==> src/rtl/pvc_regs.svh <==
// register map, field positions and reset values of the counter/strap bank
`ifndef PVC_REGS_SVH
`define PVC_REGS_SVH

// register indices; byte address is four times the index
`define PVC_IDX_SPEC_CFG 8'h14
`define PVC_IDX_RX_ERR 8'h16
`define PVC_IDX_DISC 8'h17
`define PVC_IDX_STRAP 8'h18
`define PVC_IDX_PWR_SAVE 8'h1D
`define PVC_IDX_IRQ_STAT 8'h1E
`define PVC_IDX_IRQ_MASK 8'h1F

// specified-configuration fields
`define PVC_CFG_PREAMBLE 11
`define PVC_CFG_TX10M 10
`define PVC_CFG_MASK 16'h0C00
`define PVC_CFG_RESET 16'h0000

// power saving control fields
`define PVC_PSC_TRIM 11
`define PVC_PSC_AMP 10
`define PVC_PSC_DRV 9
`define PVC_PSC_MASK 16'h0E00
`define PVC_PSC_RESET 16'h0000

// strap snapshot fields
`define PVC_STRAP_LED_STYLE 15
`define PVC_STRAP_IRQ_PIN 14
`define PVC_STRAP_CABLE 13
`define PVC_STRAP_ISOLATE 12
`define PVC_STRAP_RMII 11
`define PVC_STRAP_SERIAL 10
`define PVC_STRAP_REPEATER 9
`define PVC_STRAP_TEST 8
`define PVC_STRAP_OP_HI 7
`define PVC_STRAP_OP_LO 5
`define PVC_STRAP_ADDR_HI 4
`define PVC_STRAP_ADDR_LO 0
`define PVC_STRAP_RESET 16'hC4E0

// counters
`define PVC_RX_ERR_RESET 16'h0000
`define PVC_DISC_RESET 8'h00
`define PVC_DISC_PAD 8'h00

// interrupt status and mask
`define PVC_IRQ_RX_ERR 0
`define PVC_IRQ_DISC 1
`define PVC_IRQ_RESET 2'h0

// preamble bits removed
`define PVC_TRIM_NONE 5'h00
`define PVC_TRIM_SHORT 5'h0A
`define PVC_TRIM_LONG 5'h14

`define PVC_DATA_PAD 16'h0000
`define PVC_RD_ZERO 16'h0000

`endif

==> src/rtl/pvc_pkg.sv <==
// types shared by the counter/strap register bank
package pvc_pkg;
  typedef enum logic [0:0] {
    PVC_ST_CAPTURE = 1'b0,
    PVC_ST_RUN = 1'b1
  } pvc_state_t;
endpackage

==> src/rtl/pvc_regs_top.sv <==
// counter, strap snapshot and power saving registers behind Wishbone
//
// Decided for this implementation: the Wishbone register port.
`timescale 1ns/1ps
`include "pvc_regs.svh"

module pvc_regs_top (
  // clock and reset
  input wire logic clk_i,
  input wire logic rst_i,
  // wishbone slave
  input wire logic wb_cyc_i,
  input wire logic wb_stb_i,
  input wire logic wb_we_i,
  input wire logic [9:0] wb_adr_i,
  input wire logic [3:0] wb_sel_i,
  input wire logic [31:0] wb_dat_i,
  output logic [31:0] wb_dat_o,
  output logic wb_ack_o,
  // events from the datapath, same clock
  input wire logic rx_err_i,
  input wire logic link_up_i,
  // strap pins, asynchronous
  input wire logic led_style_strap_pin_i,
  input wire logic mgmt_irq_pin_i,
  input wire logic cable_state_pin_i,
  input wire logic tx_clk_pin_i,
  input wire logic col_pin_i,
  input wire logic rx_clk_pin_i,
  input wire logic rx_er_pin_i,
  input wire logic rx_dv_pin_i,
  input wire logic [2:0] indicator_pin_i,
  input wire logic crs_pin_i,
  input wire logic [3:0] rxd_pin_i,
  // transmitter controls
  output logic [4:0] preamble_trim_bits_o,
  output logic tx_amp_reduce_o,
  output logic tx_drive_reduce_o,
  output logic tx_10m_saving_o,
  // interrupt
  output logic irq_o
);

  pvc_pkg::pvc_state_t state_reg;
  logic [15:0] strap_raw;
  logic [15:0] strap_meta_reg;
  logic [15:0] strap_sync_reg;
  logic [15:0] strap_reg;
  logic [15:0] rx_err_cnt_reg;
  logic [7:0] disc_cnt_reg;
  logic [15:0] spec_cfg_reg;
  logic [15:0] pwr_save_reg;
  logic [1:0] irq_stat_reg;
  logic [1:0] irq_mask_reg;
  logic [1:0] irq_stat_next;
  logic [1:0] irq_events;
  logic [1:0] irq_w1c;
  logic rx_err_d_reg;
  logic link_d_reg;
  logic rx_err_evt;
  logic disc_evt;
  logic ack_reg;
  logic [31:0] dat_reg;
  logic access;
  logic rd_strobe;
  logic wr_strobe;
  logic [7:0] idx;
  logic [15:0] wr_lanes;
  logic [15:0] rd_data;
  logic [4:0] trim_reg;
  logic amp_reg;
  logic drive_reg;
  logic saving_reg;
  logic irq_reg;

  assign wb_ack_o = ack_reg;
  assign wb_dat_o = dat_reg;
  assign preamble_trim_bits_o = trim_reg;
  assign tx_amp_reduce_o = amp_reg;
  assign tx_drive_reduce_o = drive_reg;
  assign tx_10m_saving_o = saving_reg;
  assign irq_o = irq_reg;

  // strap pins in snapshot bit order
  assign strap_raw = {
    led_style_strap_pin_i,
    mgmt_irq_pin_i,
    cable_state_pin_i,
    tx_clk_pin_i,
    col_pin_i,
    rx_clk_pin_i,
    rx_er_pin_i,
    rx_dv_pin_i,
    indicator_pin_i,
    crs_pin_i,
    rxd_pin_i
  };

  // two-stage synchroniser per strap pin, running through reset
  for (genvar g = 0; g < 16; g++) begin : g_strap_sync
    always_ff @(posedge clk_i) begin
      strap_meta_reg[g] <= strap_raw[g];
      strap_sync_reg[g] <= strap_meta_reg[g];
    end
  end

  // one capture cycle after reset release, then normal operation
  always_ff @(posedge clk_i) begin
    if (rst_i) begin
      state_reg <= pvc_pkg::PVC_ST_CAPTURE;
    end else begin
      unique case (state_reg)
        pvc_pkg::PVC_ST_CAPTURE: state_reg <= pvc_pkg::PVC_ST_RUN;
        pvc_pkg::PVC_ST_RUN: state_reg <= pvc_pkg::PVC_ST_RUN;
      endcase
    end
  end

  // strap snapshot: defaults in reset, pin levels caught on release
  always_ff @(posedge clk_i) begin
    if (rst_i) begin
      strap_reg <= `PVC_STRAP_RESET;
    end else if (state_reg == pvc_pkg::PVC_ST_CAPTURE) begin
      strap_reg[`PVC_STRAP_LED_STYLE] <=
        strap_sync_reg[`PVC_STRAP_LED_STYLE];
      strap_reg[`PVC_STRAP_IRQ_PIN] <=
        strap_sync_reg[`PVC_STRAP_IRQ_PIN];
      strap_reg[`PVC_STRAP_CABLE] <=
        strap_sync_reg[`PVC_STRAP_CABLE];
      strap_reg[`PVC_STRAP_ISOLATE] <=
        strap_sync_reg[`PVC_STRAP_ISOLATE];
      strap_reg[`PVC_STRAP_RMII] <=
        strap_sync_reg[`PVC_STRAP_RMII];
      strap_reg[`PVC_STRAP_SERIAL] <=
        strap_sync_reg[`PVC_STRAP_SERIAL];
      strap_reg[`PVC_STRAP_REPEATER] <=
        strap_sync_reg[`PVC_STRAP_REPEATER];
      strap_reg[`PVC_STRAP_TEST] <=
        strap_sync_reg[`PVC_STRAP_TEST];
      strap_reg[`PVC_STRAP_OP_HI:`PVC_STRAP_OP_LO] <=
        strap_sync_reg[`PVC_STRAP_OP_HI:`PVC_STRAP_OP_LO];
      strap_reg[`PVC_STRAP_ADDR_HI:`PVC_STRAP_ADDR_LO] <=
        strap_sync_reg[`PVC_STRAP_ADDR_HI:`PVC_STRAP_ADDR_LO];
    end
  end

  // bus decode; requests wait until the straps are caught
  assign access = wb_cyc_i & wb_stb_i & ~ack_reg &
                  (state_reg == pvc_pkg::PVC_ST_RUN);
  assign rd_strobe = access & ~wb_we_i;
  assign wr_strobe = access & wb_we_i;
  assign idx = wb_adr_i[9:2];

  // byte lanes merge over a zero base; only masked bits are kept
  always_comb begin
    wr_lanes = `PVC_DATA_PAD;
    if (wb_sel_i[0]) begin
      wr_lanes[7:0] = wb_dat_i[7:0];
    end
    if (wb_sel_i[1]) begin
      wr_lanes[15:8] = wb_dat_i[15:8];
    end
  end

  // read mux; unmapped indices read zero
  always_comb begin
    case (idx)
      `PVC_IDX_SPEC_CFG: rd_data = spec_cfg_reg;
      `PVC_IDX_RX_ERR: rd_data = rx_err_cnt_reg;
      `PVC_IDX_DISC: rd_data = {`PVC_DISC_PAD, disc_cnt_reg};
      `PVC_IDX_STRAP: rd_data = strap_reg;
      `PVC_IDX_PWR_SAVE: rd_data = pwr_save_reg;
      `PVC_IDX_IRQ_STAT: rd_data = 16'(irq_stat_reg);
      `PVC_IDX_IRQ_MASK: rd_data = 16'(irq_mask_reg);
      default: rd_data = `PVC_RD_ZERO;
    endcase
  end

  // answer one cycle after the request, for one cycle
  always_ff @(posedge clk_i) begin
    if (rst_i) begin
      ack_reg <= 1'b0;
      dat_reg <= 32'h0000_0000;
    end else begin
      ack_reg <= access;
      if (rd_strobe) begin
        dat_reg <= {`PVC_DATA_PAD, rd_data};
      end
    end
  end

  // event detection from the datapath
  always_ff @(posedge clk_i) begin
    if (rst_i) begin
      rx_err_d_reg <= 1'b0;
      link_d_reg <= 1'b0;
    end else begin
      rx_err_d_reg <= rx_err_i;
      link_d_reg <= link_up_i;
    end
  end

  assign rx_err_evt = rx_err_i & ~rx_err_d_reg;
  assign disc_evt = link_d_reg & ~link_up_i;

  // receive error tally; an error in the clearing read's cycle counts
  always_ff @(posedge clk_i) begin
    if (rst_i) begin
      rx_err_cnt_reg <= `PVC_RX_ERR_RESET;
    end else if (rd_strobe && idx == `PVC_IDX_RX_ERR) begin
      rx_err_cnt_reg <= 16'(rx_err_evt);
    end else if (rx_err_evt) begin
      rx_err_cnt_reg <= rx_err_cnt_reg + 16'h0001;
    end
  end

  // disconnect tally, same clearing behaviour
  always_ff @(posedge clk_i) begin
    if (rst_i) begin
      disc_cnt_reg <= `PVC_DISC_RESET;
    end else if (rd_strobe && idx == `PVC_IDX_DISC) begin
      disc_cnt_reg <= 8'(disc_evt);
    end else if (disc_evt) begin
      disc_cnt_reg <= disc_cnt_reg + 8'h01;
    end
  end

  // writable control registers; writes to read-only or unmapped indices are dropped
  always_ff @(posedge clk_i) begin
    if (rst_i) begin
      spec_cfg_reg <= `PVC_CFG_RESET;
    end else if (wr_strobe && idx == `PVC_IDX_SPEC_CFG) begin
      spec_cfg_reg <= (spec_cfg_reg & ~(`PVC_CFG_MASK & {
                        {8{wb_sel_i[1]}}, {8{wb_sel_i[0]}}})) |
                      (wr_lanes & `PVC_CFG_MASK);
    end
  end

  always_ff @(posedge clk_i) begin
    if (rst_i) begin
      pwr_save_reg <= `PVC_PSC_RESET;
    end else if (wr_strobe && idx == `PVC_IDX_PWR_SAVE) begin
      pwr_save_reg <= (pwr_save_reg & ~(`PVC_PSC_MASK & {
                        {8{wb_sel_i[1]}}, {8{wb_sel_i[0]}}})) |
                      (wr_lanes & `PVC_PSC_MASK);
    end
  end

  // transmitter power saving outputs
  always_ff @(posedge clk_i) begin
    if (rst_i) begin
      trim_reg <= `PVC_TRIM_NONE;
      amp_reg <= 1'b0;
      drive_reg <= 1'b0;
      saving_reg <= 1'b0;
    end else begin
      if (!spec_cfg_reg[`PVC_CFG_TX10M] &&
          spec_cfg_reg[`PVC_CFG_PREAMBLE]) begin
        trim_reg <= pwr_save_reg[`PVC_PSC_TRIM] ?
                    `PVC_TRIM_SHORT : `PVC_TRIM_LONG;
      end else begin
        trim_reg <= `PVC_TRIM_NONE;
      end
      amp_reg <= ~pwr_save_reg[`PVC_PSC_AMP] & ~link_up_i;
      drive_reg <= ~pwr_save_reg[`PVC_PSC_DRV] & ~link_up_i;
      saving_reg <= spec_cfg_reg[`PVC_CFG_TX10M];
    end
  end

  // sticky event flags, write one to clear, a new event wins
  always_comb begin
    irq_events = '0;
    irq_events[`PVC_IRQ_RX_ERR] = rx_err_evt;
    irq_events[`PVC_IRQ_DISC] = disc_evt;
    irq_w1c = '0;
    if (wr_strobe && idx == `PVC_IDX_IRQ_STAT && wb_sel_i[0]) begin
      irq_w1c = wb_dat_i[1:0];
    end
    irq_stat_next = (irq_stat_reg & ~irq_w1c) | irq_events;
  end

  always_ff @(posedge clk_i) begin
    if (rst_i) begin
      irq_stat_reg <= `PVC_IRQ_RESET;
    end else begin
      irq_stat_reg <= irq_stat_next;
    end
  end

  always_ff @(posedge clk_i) begin
    if (rst_i) begin
      irq_mask_reg <= `PVC_IRQ_RESET;
    end else if (wr_strobe && idx == `PVC_IDX_IRQ_MASK && wb_sel_i[0]) begin
      irq_mask_reg <= wb_dat_i[1:0];
    end
  end

  always_ff @(posedge clk_i) begin
    if (rst_i) begin
      irq_reg <= 1'b0;
    end else begin
      irq_reg <= |(irq_stat_reg & irq_mask_reg);
    end
  end

endmodule

==> config.mk <==
export PLATFORM = sky130hd
export DESIGN_NAME = pvc_regs_top
export DESIGN_NICKNAME = d
export VERILOG_FILES = /design/src/rtl/pvc_pkg.sv /design/src/rtl/pvc_regs_top.sv
export VERILOG_INCLUDE_DIRS = /design/src /design/src/rtl
export SDC_FILE = /design/constraint.sdc
export NUM_CORES = 1
export LEC_CHECK = 0
export ABC_AREA = 1
export BUFFER_PORTS_ARGS = -buffer_cell sky130_fd_sc_hd__buf_2
export CAP_MARGIN = 40
export CORE_MARGIN = 4
export CORE_UTILIZATION = 56
export DETAILED_ROUTE_END_ITERATION = 6
export GPL_TIMING_DRIVEN = 0
export MAX_ROUTING_LAYER = met4
export PLACE_DENSITY = 0.85
export SYNTH_ARGS = -nofsm -noshare
export SYNTH_HDL_FRONTEND = slang
export SYNTH_SLANG_ARGS = --single-unit
==> constraint.sdc <==
create_clock -name clk_i -period 2.6 [get_ports clk_i]
set_input_delay 0.26 -clock clk_i [delete_from_list [all_inputs] [get_ports clk_i]]
set_output_delay 0.26 -clock clk_i [all_outputs]
set_load 0.005 [all_outputs]
==> results.md <==
- The flow ran to the end, and the final reports show no timing, DRC or antenna violations.
- After detailed routing, the number of remaining DRC violations is 0.
- dfxtp_1 is the most common cell in the netlist.
- The clock tree from TritonCTS is built.
- Global routing used 23.63% of the available tracks.
- The worst hold margin is 0.07863 ns.
- Measured along the x axis, the die boundary spans 94.68 µm.
- In this run the post-CTS setup repair buffer count came out at 0.
- The die area is 8964 µm².
- The aggregate negative setup slack is 0 ns.
- The layout-stage area growth over the synthesis result is 20.87%.
- The largest net degree at the start of global routing is 22.
- The final max-slew violation count is 0.
- The count of final hold-check violations is 0.
- The latest clock arrival within the worst-skew pair is 0.38 ns.
- The detailed-router iteration count before antenna repair is 6.
- The via count of the first global-routing pass was 3,550.
- The capturing point of the worst reg2reg path is rx_err_cnt_reg[12].
- The number of synthesized register bits is 107.
- The worst setup timing slack at the placement stage is 1.028 ns.
- The height of the die is 94.68 µm.
- For the finished layout, the period the worst path requires is 1.650 ns.
- The worst register-to-register path has a setup slack of 0.95 ns.
- At the end of the flow, the number of nets in the layout was 696.
- The cell sitting at the root of the clock tree is a clkbuf_8.
- The total of cells resized after clock tree synthesis is 0.
- The number of endpoints failing setup at the final stage is 0.
- The maximum clock path buffer count is 2.
- The Yosys step of the flow raised 0 warnings.
- The largest total area in the synthesized netlist belongs to dfxtp_1.
- The wire length per cell after detailed routing is 13.25 µm.
- Summing every instance area after synthesis gives 4208 µm².
- Sequential cells were found to cover 50.91% of the synthesized design area.
- The initialized floorplan defines 31 standard-cell rows.
- The placed cell count is 697.
- Counting flops with a built-in enable in the synthesized netlist gives 0.
- The class of the tightest hold or removal check is input port to flop.
- For hold timing, the worst endpoint is tx_amp_reduce_o.
- The first global-routing pass estimated 16,040 µm of wire.
- Across the routed clock network, the largest skew measured is 0.005311 ns.
- Detailed placement finished with a half-perimeter wire length of 7203 µm.
- The worst hold path passes through 2 cells.
- Excluding fillers, the count of instances in the completed layout stands at 729.
- The setup slack after layout is 0.9500 ns.
- After clock tree synthesis, the clock-pin slew on the worst setup and hold paths is 0.11 ns.
- Summed over all cells, the static leakage comes to 2.260 nW.
- The number of cells traversed by the worst register-to-register path is 8.
- The H-tree generated during clock tree synthesis spans 3 levels.
- The number of max-cap violations is 0.
- The commonest register cell after synthesis is dfxtp_1.
- The beginning of the worst register-to-register path is rx_err_cnt_reg[0].
- The post-synthesis average cell area is 8.076 µm².
- The average via count per standard cell is 5.045.
- Clock tree synthesis found a total of 107 sinks.
- The peak ir drop on the vdd network is 0.5202 mV.
- The first routing iteration left 296 violations.
- In this run the power density over the cells is 595.2 nW/µm².
- Synthesis produced 521 cells.
- The routed layout has 3,678 vias.
- The number of port buffers is 61.
- The maximum frequency from static timing analysis is 606.1 MHz.
- The initial core utilization is 57.70%.
- For this design the top-level I/O count stands at 111.
- STA puts the critical path data required time at 2.88 ns.
- The commonest cells after synthesis are dfxtp_1 (107), nand2_1 (98), nand3_1 (66).
- The launch point of the worst hold path is link_up_i.
- The post-route netlist has 22.38% of its cells at a drive strength greater than 1.
- The worst setup path is launched from a flop.
- The number of hold buffers added after CTS was 16.
- For the pin with the worst max-slew slack, the measured transition is 0.5077 ns.
- The final antenna-violating net count is 0.
- In the post-synthesis netlist, the biggest area contributors are dfxtp_1 (51%), nand2_1 (8.7%), nand3_1 (7.9%).
- The tightest slew margin relative to the limit is 66.15%.
- The kind of capture point of the worst setup path is a flop.
- The initial antenna violation count came to 0.
- At the end of routability-driven placement, the weighted congestion stood at 0.9590.
- Setup repair after global routing left no endpoint under its margin.
- For this run, the share of the core covered by cells in the final layout is 69.75%.
- The number of antenna diodes in the final layout is 0.
- In the synthesized netlist the async set-or-reset flop fraction comes to 0%.
- The number of distinct library cell variants in the gate-level netlist after synthesis is 35.
- The aggregate routed wire length is 9657 µm.
- The largest driver fanout on the critical path is 5.
- The signal arrival time at the worst endpoint is 1.93 ns.
- Summed over all layers, the global routing overflow is 0.
- Dividing the final minimum period by the clock period gives 63.46%.
- The area share of the leading cell type in the synthesized netlist is 50.91%.
- The critical path class is flop to flop.
- The placeable core region is 7292 µm².
- The CTS buffer count is 9.
## per-layer routing
layer	wire length [µm]	GRT usage [%]	share of wire [%]	vias up
li1	-	-	-	1855
met1	3905	26.00	40	1665
met2	4969	42.16	51	141
met3	669	5.976	6.9	17
met4	114	6.611	1.2	0
met5	0	-	0	-
## worst max path at each step
| stage | slack (ns) | start | cells after the start | to |
|---|---|---|---|---|
| 5_1_grt | 0.81 | rx_err_cnt_reg[0] | 9 | rx_err_cnt_reg[12] |
| 2_1_floorplan | 1.27 | rx_err_cnt_reg[0] | 8 | rx_err_cnt_reg[12] |
| 6_report | 0.95 | rx_err_cnt_reg[0] | 8 | rx_err_cnt_reg[12] |
| 4_1_cts | 0.99 | rx_err_cnt_reg[0] | 9 | rx_err_cnt_reg[12] |
| 3_5_place_dp | 1.03 | wb_cyc_i | 9 | wb_dat_o[5] |
| 3_3_place_gp | 1.09 | wb_cyc_i | 9 | wb_dat_o[6] |
## per-stage QoR
step	instance area, µm²	total power [mW]
2_1_floorplan	4268	1.862
3_3_place_gp	4697	1.921
3_5_place_dp	4697	1.932
4_1_cts	5086	3.043
5_1_grt	5086	3.144
6_report	5086	3.027
## cell usage in the layout (no fill, tap or decap), types with 8 or more instances in the layout
master,synthesis,routed
a21oi_1,32,32
nand2_1,98,98
nand2_2,8,8
nor2_1,52,52
dlygate4sd3_1,0,16
nand3_1,66,66
inv_1,37,37
buf_4,22,22
dfxtp_1,107,107
clkbuf_8,0,9
o21ai_0,19,19
conb_1,1,17
buf_2,7,68
## area by class of cell
| type | instances | area (µm²) |
|---|---|---|
| flip-flops and latches | 107 | 2142 |
| multi-input cells | 352 | 1719 |
| inverters | 40 | 150.1 |
| plain buffers | 38 | 256.5 |
| repair buffers | 77 | 465.4 |
| fillers | 581 | 2206 |
| clock buffers | 9 | 123.9 |
| clock inverters | 7 | 105.1 |
| well taps | 99 | 123.9 |
## report_power, final
group	switching, mW	internal, mW	total (mW)
clock network	0.627	0.483	1.11
logic	0.110	0.0880	0.198
registers	0.0270	1.69	1.72
## kinds of logic after synthesis
| kind of cell | Yosys count | synth area share, % |
|---|---|---|
| AOI/OAI and AO/OA | 64 | 7.939 |
| DFF | 107 | 50.91 |
| adders and majority gates | 2 | 0.5946 |
| other | 1 | 0.08912 |
| and+or+nand+nor | 261 | 29.14 |
| xor gates and xnor gates | 8 | 1.665 |
| buffers and inverters | 78 | 9.664 |
## critical path, stage by stage (launching register included)
cell and delay [ns]:
dfxtp_1 0.44, ha_1 0.21, nand3_1 0.09, nor2_2 0.21, nand2_2 0.10, nor2_2 0.14, nand2_2 0.12, nor3_1 0.17
nor2_1 0.07
Note: power is estimated with default switching activity, not from simulation.
